[config.mk]
export PLATFORM = sky130hd
export DESIGN_NAME = ldh_ctrl
export DESIGN_NICKNAME = d
export VERILOG_FILES = /design/src/ldh_pkg.sv /design/src/ldh_ctrl.sv /design/src/ldh_window.sv
export VERILOG_INCLUDE_DIRS = /design/src /design/src/src
export SDC_FILE = /design/constraint.sdc
export NUM_CORES = 1
export LEC_CHECK = 0
export BUFFER_PORTS_ARGS = -buffer_cell sky130_fd_sc_hd__buf_4
export CAP_MARGIN = 40
export CORE_UTILIZATION = 45
export CTS_CLUSTER_SIZE = 30
export DETAILED_ROUTE_END_ITERATION = 8
export PLACE_DENSITY_LB_ADDON = 0.25
export SYNTH_ARGS = -nofsm -noshare
export SYNTH_HDL_FRONTEND = slang
export SYNTH_SLANG_ARGS = --single-unit
export TNS_END_PERCENT = 10
[constraint.sdc]
create_clock -name aclk -period 5.05 [get_ports aclk]
set_input_delay 0.7575 -clock aclk [delete_from_list [all_inputs] [get_ports aclk]]
set_output_delay 0.7575 -clock aclk [all_outputs]
set_load 0.02 [all_outputs]
[src/ldh_cfg.svh]
/*
 lock detect and holdover constants: register offsets, field positions, reset values.
 assumes inclusion by the lock detect controller; its phase window comparator does not include it.
*/
`ifndef LDH_CFG_SVH
`define LDH_CFG_SVH

`define LDH_CLK_HZ 40000000
`define LDH_ADDR_W 8
`define LDH_OFF_CTRL 8'h00
`define LDH_OFF_WINDOW 8'h04
`define LDH_OFF_COUNT 8'h08
`define LDH_OFF_DAC 8'h0C
`define LDH_OFF_STATUS 8'h10
`define LDH_OFF_TRACK 8'h14
`define LDH_CTRL_MODE_LSB 0
`define LDH_CTRL_TRACK_BIT 2
`define LDH_CTRL_MANDAC_BIT 3
`define LDH_CTRL_DISDET_BIT 4
`define LDH_CTRL_RESET 32'h0000_0000
`define LDH_MODE_HOLDOVER 2'h2
`define LDH_WINDOW_RESET 8'h04
`define LDH_COUNT_RESET 14'h2710
`define LDH_DAC_RESET 10'h200
`define LDH_RESP_OKAY 2'h0
`define LDH_RESP_SLVERR 2'h2

`endif

[src/ldh_pkg.sv]
/*
 types for the lock detect and holdover controller.
 assumes ldh_cfg.svh is compiled alongside.
*/
package ldh_pkg;
	typedef enum logic [1:0] {
		LDH_ACQUIRE = 2'h0,
		LDH_LOCKED = 2'h1,
		LDH_HOLDOVER = 2'h2
	} ldh_state_t;

	typedef struct packed {
		logic valid;
		logic signed [15:0] error;
	} ldh_cmp_t;

	typedef struct packed {
		logic [1:0] mode;
		logic track_en;
		logic manual_tuning_enable;
		logic lockloss_holdover_disable;
	} ldh_ctrl_t;
endpackage : ldh_pkg

[src/ldh_ctrl.sv]
/*
 lock detector and holdover controller for the cleaner loop, with an AXI4-Lite register slave.
 assumes the phase detector reports one comparison per cmp.valid, the reference-valid level is
 synchronous to aclk, and the tuning DAC takes tuning_code whenever tuning_hold is high.
*/
// The AXI4-Lite interface to the registers and the address map were decided locally.
`include "ldh_cfg.svh"

module ldh_ctrl #(
	parameter int ERR_W = 16,
	parameter int WIN_W = 8,
	parameter int CNT_W = 14,
	parameter int DAC_W = 10
) (
	input wire logic aclk,
	input wire logic aresetn,
	input wire logic [`LDH_ADDR_W-1:0] s_axi_awaddr,
	input wire logic s_axi_awvalid,
	output logic s_axi_awready,
	input wire logic [31:0] s_axi_wdata,
	input wire logic [3:0] s_axi_wstrb,
	input wire logic s_axi_wvalid,
	output logic s_axi_wready,
	output logic [1:0] s_axi_bresp,
	output logic s_axi_bvalid,
	input wire logic s_axi_bready,
	input wire logic [`LDH_ADDR_W-1:0] s_axi_araddr,
	input wire logic s_axi_arvalid,
	output logic s_axi_arready,
	output logic [31:0] s_axi_rdata,
	output logic [1:0] s_axi_rresp,
	output logic s_axi_rvalid,
	input wire logic s_axi_rready,
	input wire ldh_pkg::ldh_cmp_t cmp,
	input wire logic ref_valid,
	input wire logic [DAC_W-1:0] tuning_sense,
	output logic lock_indicator,
	output logic holdover_active,
	output logic tuning_hold,
	output logic [DAC_W-1:0] tuning_code
);
	import ldh_pkg::*;

	ldh_state_t state_r;
	ldh_ctrl_t ctrl_r;
	logic [WIN_W-1:0] window_r;
	logic [CNT_W-1:0] count_target_r;
	logic [DAC_W-1:0] manual_code_r;
	logic [DAC_W-1:0] track_code_r;
	logic [CNT_W-1:0] run_cnt_r;
	logic [CNT_W-1:0] run_cnt_nxt;
	logic lock_r;
	logic lock_nxt;
	logic in_window;
	logic [`LDH_ADDR_W-1:0] awaddr_r;
	logic [31:0] wdata_r;
	logic [3:0] wstrb_r;
	logic aw_have_r;
	logic w_have_r;
	logic wr_fire;
	logic rd_fire;
	logic holdover_en;

	function automatic logic [31:0] merge(input logic [31:0] old, input logic [31:0] nw,
		input logic [3:0] strb);
		logic [31:0] res;
		res = old;
		for (int i = 0; i < 4; i++) begin
			if (strb[i]) begin
				res[i*8 +: 8] = nw[i*8 +: 8];
			end
		end
		return res;
	endfunction : merge

	ldh_window #(.ERR_W(ERR_W), .WIN_W(WIN_W)) u_window (
		.phase_error(cmp.error),
		.phase_window_width(window_r),
		.in_window(in_window)
	);

	// write channel: address and data taken in either order
	assign s_axi_awready = !aw_have_r && !s_axi_bvalid;
	assign s_axi_wready = !w_have_r && !s_axi_bvalid;
	assign wr_fire = aw_have_r && w_have_r && !s_axi_bvalid;

	always_ff @(posedge aclk) begin
		if (!aresetn) begin
			aw_have_r <= 1'b0;
			w_have_r <= 1'b0;
			awaddr_r <= '0;
			wdata_r <= '0;
			wstrb_r <= '0;
			s_axi_bvalid <= 1'b0;
			s_axi_bresp <= `LDH_RESP_OKAY;
		end else begin
			if (s_axi_awvalid && s_axi_awready) begin
				aw_have_r <= 1'b1;
				awaddr_r <= s_axi_awaddr;
			end
			if (s_axi_wvalid && s_axi_wready) begin
				w_have_r <= 1'b1;
				wdata_r <= s_axi_wdata;
				wstrb_r <= s_axi_wstrb;
			end
			if (wr_fire) begin
				aw_have_r <= 1'b0;
				w_have_r <= 1'b0;
				s_axi_bvalid <= 1'b1;
				case (awaddr_r)
					`LDH_OFF_CTRL, `LDH_OFF_WINDOW, `LDH_OFF_COUNT, `LDH_OFF_DAC: begin
						s_axi_bresp <= `LDH_RESP_OKAY;
					end
					default: begin
						s_axi_bresp <= `LDH_RESP_SLVERR;
					end
				endcase
			end else if (s_axi_bvalid && s_axi_bready) begin
				s_axi_bvalid <= 1'b0;
			end
		end
	end

	// configuration registers
	always_ff @(posedge aclk) begin
		logic [31:0] v;
		v = '0;
		if (!aresetn) begin
			ctrl_r <= '0;
			window_r <= `LDH_WINDOW_RESET;
			count_target_r <= `LDH_COUNT_RESET;
			manual_code_r <= `LDH_DAC_RESET;
		end else if (wr_fire) begin
			case (awaddr_r)
				`LDH_OFF_CTRL: begin
					v = merge({27'h0, ctrl_r.lockloss_holdover_disable,
						ctrl_r.manual_tuning_enable, ctrl_r.track_en, ctrl_r.mode},
						wdata_r, wstrb_r);
					ctrl_r.mode <= v[`LDH_CTRL_MODE_LSB +: 2];
					ctrl_r.track_en <= v[`LDH_CTRL_TRACK_BIT];
					ctrl_r.manual_tuning_enable <= v[`LDH_CTRL_MANDAC_BIT];
					ctrl_r.lockloss_holdover_disable <= v[`LDH_CTRL_DISDET_BIT];
				end
				`LDH_OFF_WINDOW: begin
					v = merge(32'(window_r), wdata_r, wstrb_r);
					window_r <= v[WIN_W-1:0];
				end
				`LDH_OFF_COUNT: begin
					v = merge(32'(count_target_r), wdata_r, wstrb_r);
					count_target_r <= v[CNT_W-1:0];
				end
				`LDH_OFF_DAC: begin
					v = merge(32'(manual_code_r), wdata_r, wstrb_r);
					manual_code_r <= v[DAC_W-1:0];
				end
				default: begin
				end
			endcase
		end
	end

	// read channel
	assign s_axi_arready = !s_axi_rvalid;
	assign rd_fire = s_axi_arvalid && s_axi_arready;

	always_ff @(posedge aclk) begin
		if (!aresetn) begin
			s_axi_rvalid <= 1'b0;
			s_axi_rdata <= '0;
			s_axi_rresp <= `LDH_RESP_OKAY;
		end else if (rd_fire) begin
			s_axi_rvalid <= 1'b1;
			s_axi_rresp <= `LDH_RESP_OKAY;
			case (s_axi_araddr)
				`LDH_OFF_CTRL: begin
					s_axi_rdata <= {27'h0, ctrl_r.lockloss_holdover_disable,
						ctrl_r.manual_tuning_enable, ctrl_r.track_en, ctrl_r.mode};
				end
				`LDH_OFF_WINDOW: s_axi_rdata <= 32'(window_r);
				`LDH_OFF_COUNT: s_axi_rdata <= 32'(count_target_r);
				`LDH_OFF_DAC: s_axi_rdata <= 32'(manual_code_r);
				`LDH_OFF_STATUS: s_axi_rdata <= {28'h0, state_r, holdover_active, lock_r};
				`LDH_OFF_TRACK: s_axi_rdata <= 32'(track_code_r);
				default: begin
					s_axi_rdata <= 32'h0000_0000;
					s_axi_rresp <= `LDH_RESP_SLVERR;
				end
			endcase
		end else if (s_axi_rvalid && s_axi_rready) begin
			s_axi_rvalid <= 1'b0;
		end
	end

	// consecutive in-window counting and lock decision
	always_comb begin
		run_cnt_nxt = run_cnt_r;
		lock_nxt = lock_r;
		if (state_r == LDH_HOLDOVER) begin
			run_cnt_nxt = '0;
			lock_nxt = 1'b0;
		end else if (cmp.valid) begin
			if (!in_window) begin
				run_cnt_nxt = '0;
				lock_nxt = 1'b0;
			end else if (run_cnt_r < count_target_r) begin
				run_cnt_nxt = run_cnt_r + CNT_W'(1);
			end
			if (in_window && (run_cnt_nxt >= count_target_r)) begin
				lock_nxt = 1'b1;
			end
		end
	end

	always_ff @(posedge aclk) begin
		if (!aresetn) begin
			run_cnt_r <= '0;
			lock_r <= 1'b0;
		end else begin
			run_cnt_r <= run_cnt_nxt;
			lock_r <= lock_nxt;
		end
	end

	assign holdover_en = (ctrl_r.mode == `LDH_MODE_HOLDOVER);

	// holdover state machine
	always_ff @(posedge aclk) begin
		if (!aresetn) begin
			state_r <= LDH_ACQUIRE;
		end else begin
			case (state_r)
				LDH_ACQUIRE: begin
					if (lock_nxt) begin
						state_r <= LDH_LOCKED;
					end
				end
				LDH_LOCKED: begin
					if (!lock_nxt) begin
						if (holdover_en && !ctrl_r.lockloss_holdover_disable) begin
							state_r <= LDH_HOLDOVER;
						end else begin
							state_r <= LDH_ACQUIRE;
						end
					end
				end
				LDH_HOLDOVER: begin
					if (ref_valid || !holdover_en) begin
						state_r <= LDH_ACQUIRE;
					end
				end
				default: state_r <= LDH_ACQUIRE;
			endcase
		end
	end

	// tuning voltage tracking while locked
	always_ff @(posedge aclk) begin
		if (!aresetn) begin
			track_code_r <= `LDH_DAC_RESET;
		end else if (state_r == LDH_LOCKED && ctrl_r.track_en) begin
			track_code_r <= tuning_sense;
		end
	end

	// holdover tuning drive
	always_ff @(posedge aclk) begin
		if (!aresetn) begin
			tuning_code <= `LDH_DAC_RESET;
			tuning_hold <= 1'b0;
			holdover_active <= 1'b0;
		end else begin
			holdover_active <= (state_r == LDH_HOLDOVER);
			tuning_hold <= (state_r == LDH_HOLDOVER);
			if (ctrl_r.manual_tuning_enable) begin
				tuning_code <= manual_code_r;
			end else begin
				tuning_code <= track_code_r;
			end
		end
	end

	assign lock_indicator = lock_r;
endmodule : ldh_ctrl

[src/ldh_window.sv]
/*
 phase window comparator: flags a comparison whose error magnitude lies inside the window.
 assumes one comparison result per valid pulse from the cleaner loop phase detector.
*/
module ldh_window #(
	parameter int ERR_W = 16,
	parameter int WIN_W = 8
) (
	input wire logic signed [ERR_W-1:0] phase_error,
	input wire logic [WIN_W-1:0] phase_window_width,
	output logic in_window
);
	logic [ERR_W-1:0] mag;

	always_comb begin
		mag = phase_error[ERR_W-1] ? ERR_W'(-phase_error) : ERR_W'(phase_error);
		in_window = (mag <= ERR_W'(phase_window_width));
	end
endmodule : ldh_window
== Word level (Yosys, flattened, before mapping) ==
Cells that the tools add are included.
Word-level totals
  register bits after elaboration: 139
  bits in latches: 0
  RAM bits: 0
  memory bits (read-only): 0
  output and inout bits: 54
  memories: 0
Cells by class
  add/sub/neg operators: 2
  multipliers: 0
  div/mod/pow operators: 0
  order comparisons: 3
  eq/ne operators: 14
  shift operators: 0
  mux-type cells: 22
  bitwise gates (word level): 1
  reductions and logical operators: 35
Operator list (count)
  case mux 14 bit (6 select lines): 1
  two-way mux 14 bit: 4
  equality test 8 x 4 -> 1 bit (second input constant): 4
  AND reduction 3 bit: 7
  equality test 8 x 3 -> 1 bit (second input constant): 2
  equality test 8 x 5 -> 1 bit (second input constant): 2
  less-or-equal comparator 16 x 8 -> 1 bit: 1
  zero test 8 bit: 2
  two-way mux 16 bit: 1
  negation 16 bit: 1
  adder 14 x 1 -> 14 bit (second input constant): 1
  greater-or-equal comparator 14 bit: 1
  less-than comparator 14 bit: 1
  logical AND 1 bit: 12
  two-way mux 2 bit: 6
  two-way mux 10 bit: 1
  two-way mux 1 bit: 8
  zero test 1 bit: 6
  inequality test 2 bit (second input constant): 3
  case mux 2 bit (3 select lines): 1
  OR reduction 6 bit: 1
  equality test 2 bit (second input constant): 2
  nonzero test 2 bit: 2
  OR reduction 2 bit: 2
  5 further kinds: 5

== Longest topological paths before layout ==
  depth in word-level cells: 13
  mapped depth: 22

== By module ==
A second synthesis with hierarchy kept.
Unflattened totals
  cell total of the unflattened synthesis: 818
  area total of the unflattened synthesis: 6622.6 µm²
By module, submodules not included
  ldh_ctrl: instances 1, cells an instance 735, area each 6060.8 µm², seq. area each 2382.3 µm²
  ldh_window: instances 1, cells an instance 83, area each 561.8 µm², seq. area each 0.0 µm²

== Worst setup path before layout ==
No wires, ideal clock.
  kind: input -> register
  start: input cmp[3] (netlist bit)
  end: register state_r[1]
  setup time: 0.114 ns
  arrival: 4.023 ns
  setup slack: 0.913 ns
  stages: 20
  cell sequence: or3_1 o31ai_1 xnor2_1 ha_1 nand4_1 nand2b_1 a21oi_1 nor4_4 and3_1 buf_6 buf_12 nand2_1 ha_1 nand2b_1 a21o_1 a21oi_1 o21ai_0 o2111ai_1 a32o_1 a21o_1
Between the ends
  cells in the longest elaborated chain, start to end: 13
  elaborated cells on any way between the ends: 15
  those cells by class: add/sub: 1; order compare: 2; eq/ne: 2; mux: 8; reduce/logical: 2
RTL lines
  start, declared: line ldh_ctrl.sv:34  | input wire ldh_pkg::ldh_cmp_t cmp,
  negation 16 bit: line ldh_window.sv:16  | mag = phase_error[ERR_W-1] ? ERR_W'(-phase_error) : ERR_W'(phase_error);
  two-way mux 16 bit *: line ldh_window.sv:16
  less-or-equal comparator 16 x 8 -> 1 bit *: line ldh_window.sv:17  | in_window = (mag <= ERR_W'(phase_window_width));
  two-way mux 14 bit: line ldh_ctrl.sv:202  | if (!in_window) begin
  two-way mux 14 bit: line ldh_ctrl.sv:201  | end else if (cmp.valid) begin
  two-way mux 14 bit: line ldh_ctrl.sv:198  | if (state_r == LDH_HOLDOVER) begin
  greater-or-equal comparator 14 bit: line ldh_ctrl.sv:208  | if (in_window && (run_cnt_nxt >= count_target_r)) begin
  logical AND 1 bit: line ldh_ctrl.sv:208
  two-way mux 1 bit *: line ldh_ctrl.sv:208
  two-way mux 1 bit *: line ldh_ctrl.sv:201
  two-way mux 1 bit *: line ldh_ctrl.sv:198
  inequality test 2 bit (no line)
  AND reduction 3 bit (no line) *
  end signal, assigned: line ldh_ctrl.sv:229  | state_r <= LDH_ACQUIRE;
  end signal, assigned: line ldh_ctrl.sv:234  | state_r <= LDH_LOCKED;
  end signal, assigned: line ldh_ctrl.sv:240  | state_r <= LDH_HOLDOVER;
  end, declared: line ldh_ctrl.sv:44  | ldh_state_t state_r;
Every way passes the cells marked *; elsewhere a longest branch is shown, timed or not. The select of a mux whose other input is x is not followed.
A chain may end at the register's enable or synchronous reset.

== Final worst setup path ==
Same ends and word-level chain as after synthesis.

==> impl_metrics.env <==
export IMPL_finalSetupTns_ns=0
export IMPL_antenna_found_initial=0
export IMPL_insertion_delay_ns=0.42
export IMPL_initialDrtViolationCount=379
export IMPL_nets=983
export IMPL_leakage_nw=3.069
export IMPL_cts_htree_levels=4
export IMPL_hpwl_mm=11.80
export IMPL_ys_seq_area_frac=0.3696
export IMPL_yosysTopAreaCellShare=0.3696
export IMPL_synth_seq_cells=119
export IMPL_seq_power_share=0.385
export IMPL_status="finished, final reports clean"
export IMPL_grt_first_pass_wirelength_mm=26.65
export IMPL_whs_path_depth=2
export IMPL_cts_path_max_buffers=2
export IMPL_io_buffers=100
export IMPL_synthFlopType="dfxtp_1"
export IMPL_cts_sinks=119
export IMPL_ctsHoldBuffers=0
export IMPL_routed_top_layer="met4"
export IMPL_timing_fmax_ghz=0.2493
export IMPL_core_area_mm2=0.01393
export IMPL_ys_types=61
export IMPL_gp_congestion=0.8429
export IMPL_critPathKind="primary input to flip-flop"
export IMPL_via_count=5756
export IMPL_start_kind="primary input"
export IMPL_wl_met1_mm=7.667
export IMPL_wl_met2_mm=7.551
export IMPL_grt_setup_unrepaired="no"
export IMPL_root_buffer="clkbuf_16"
export IMPL_cp_arrival_ns=4.32
export IMPL_drc=0
export IMPL_cap_violations=0
export IMPL_synth_area_leaders="dfxtp_1 (37%), mux2i_1 (7.8%), ha_1 (7.2%)"
export IMPL_postLayoutCoreUtil=0.5672
export IMPL_ios=141
export IMPL_cts_resized=0
export IMPL_synth_top_cell_by_area="dfxtp_1"
export IMPL_drive_above_1_share=0.1812
export IMPL_ir_drop_v=0.0002325
export IMPL_ys_warn_count=0
export IMPL_period_minus_slack_ns=4.012
export IMPL_power_density_mw_per_mm2=320.7
export IMPL_grt_max_degree=40
export IMPL_grt_pass1_vias=5310
export IMPL_ys_top_cells_by_count="dfxtp_1 (119), nand2_1 (97), nor2_1 (81), a21oi_1 (55), mux2i_1 (50)"
export IMPL_synth_area_per_cell_um2=8.361
export IMPL_wl_per_cell_um=15.59
export IMPL_final_setup_skew_ns=0.008009
export IMPL_synth_edff_count=0
export IMPL_initial_core_util=0.4626
export IMPL_critical_path_required_ns=5.36
export IMPL_num_fill_cells=1311
export IMPL_cts_tree="done"
export IMPL_gr_usage_all_layers=0.2353
export IMPL_switchingPower_w=0.0005719
export IMPL_ant_nets=0
export IMPL_switching_share=0.2257
export IMPL_antenna_cells=0
export IMPL_drt_wl_total_mm=16.40
export IMPL_hold_viol_final=0
export IMPL_rows=43
export IMPL_via_per_inst=5.471
export IMPL_syn_area_mm2=0.006446
export IMPL_p_int_w=0.001963
export IMPL_die_x_um=121.7
export IMPL_synthToLayoutAreaGrowth_pct=22.61
export IMPL_worstPathMaxFanout=26
export IMPL_synth_most_common_cell="dfxtp_1"
export IMPL_worst_pin_slew_ns=0.8110
export IMPL_ff2ff_path_depth=15
export IMPL_synth_cells=771
export IMPL_first_pass_iters=5
export IMPL_clk_pin_slew_worst_paths_ns=0.06
export IMPL_period_share=0.7944
export IMPL_slew_headroom=0.4574
export IMPL_setup_violations_final=0
export IMPL_cts_setup_buffers=0
export IMPL_wl_met3_um=905
export IMPL_synthArstFlopShare=0
export IMPL_power_share_combinational=0.081
export IMPL_hold_class="flip-flop to flip-flop"
export IMPL_finalMaxSlewViolations=0
export IMPL_numCtsBuffers=17
export IMPL_power_frac_clock=0.534
export IMPL_die_h_um=121.7
export IMPL_design_die_area_mm2=0.01481
export IMPL_end_kind="flip-flop"
export IMPL_overflow=0
## logic make-up (layout without fill, tap and decap cells)
group	count (synthesis)	count (layout)	share of synthesized area
flops	119	119	0.3696
buf+inv	95	177	0.07356
simple gates	281	281	0.2118
compound gates	164	164	0.1601
xor+xnor	18	18	0.02446
fa+ha+maj	37	37	0.07182
other cells	1	20	0.0005817
mux	56	56	0.08812
## through the flow
step | power, W | instances | hold WS (ns) | cell area (um2) | setup WS [ns]
finish | 0.002535 | 1052 | 0.4505 | 7904 | 1.038
global route | 0.002619 | 1052 | 0.4783 | 7904 | 0.6403
CTS | 0.002547 | 1052 | 0.4520 | 7904 | 1.011
detailed placement | 0.001201 | 1020 | 0.4457 | 7238 | 0.6033
global placement | 0.001195 | 1016 | 0.4413 | 7189 | 0.5812
floorplan | 0.001122 | 790 | 0.4360 | 6518 | 0.9131
## worst max-delay path, stage by stage
cell and delay, ns:
buf_4 0.13, or3_1 0.42, o31ai_1 0.26, xnor2_1 0.16, ha_1 0.26, nand4_1 0.10
nand2b_1 0.11, a21oi_1 0.06, nor4_4 0.33, nand3_4 0.32, a21oi_1 0.23, ha_1 0.15
a21o_1 0.11, a21oi_1 0.06, o21ai_0 0.23, o2111ai_1 0.15, a32o_1 0.32, a21o_1 0.16
## flip-flops by register name, indices dropped and copies added, names as in the netlist, 2 cells and up
signal          flops
run_cnt_r          14
manual_code_r      10
s_axi_rdata        14
window_r            8
count_target_r     14
wstrb_r             2
awaddr_r            8
track_code_r       10
ctrl_r              5
state_r             2
tuning_code        10
wdata_r            14
## power by group through the flow
stage | combinational [W] | sequential [W] | clock [W]
2_1_floorplan | 0.000126 | 0.000995 | 0
3_3_place_gp | 0.000199 | 0.000996 | 0
3_5_place_dp | 0.000205 | 0.000996 | 0
4_1_cts | 0.000206 | 0.000976 | 0.00136
5_1_grt | 0.000227 | 0.000978 | 0.00141
6_report | 0.000206 | 0.000977 | 0.00135
## routing by layer
| layer | track usage | vias to the layer above |
|---|---|---|
| met3 | 0.05056 | 21 |
| met5 | 0 | - |
| met1 | 0.3180 | 2685 |
| li1 | - | 2873 |
| met4 | 0.09336 | 0 |
| met2 | 0.3643 | 177 |
## final timing paths
path	startpoint	end	slack [ns]
hold / removal	s_axi_rdata[13]	s_axi_rdata[13]	0.45
setup reg to reg	count_target_r[11]	state_r[1]	1.07
hold reg to reg	s_axi_rdata[13]	s_axi_rdata[13]	0.45
setup / recovery	cmp[3]	state_r[1]	1.04
## area by class of cell
| cell class | count | area, um2 | area share |
|---|---|---|---|
| flip-flops and latches | 119 | 2382 | 0.3014 |
| multi-input cells | 576 | 3666 | 0.4638 |
| well taps | 180 | 225.2 | 0.02849 |
| clock inverters | 10 | 191.4 | 0.02422 |
| inverters | 38 | 142.6 | 0.01805 |
| clock buffers | 22 | 474.2 | 0.06000 |
| repair buffers | 107 | 822.0 | 0.1040 |
## cells in the final DEF, fill, tap and decap left out, types with 20 or more instances in the layout
cell type | Yosys | routed
dfxtp_1 | 119 | 119
buf_4 | 21 | 104
nand2_1 | 97 | 97
nor2_1 | 81 | 81
a21oi_1 | 55 | 55
mux2i_1 | 50 | 50
inv_1 | 37 | 37
ha_1 | 37 | 37
o21ai_0 | 29 | 29
conb_1 | 1 | 20
No activity file was read; power rests on OpenSTA's default activity.
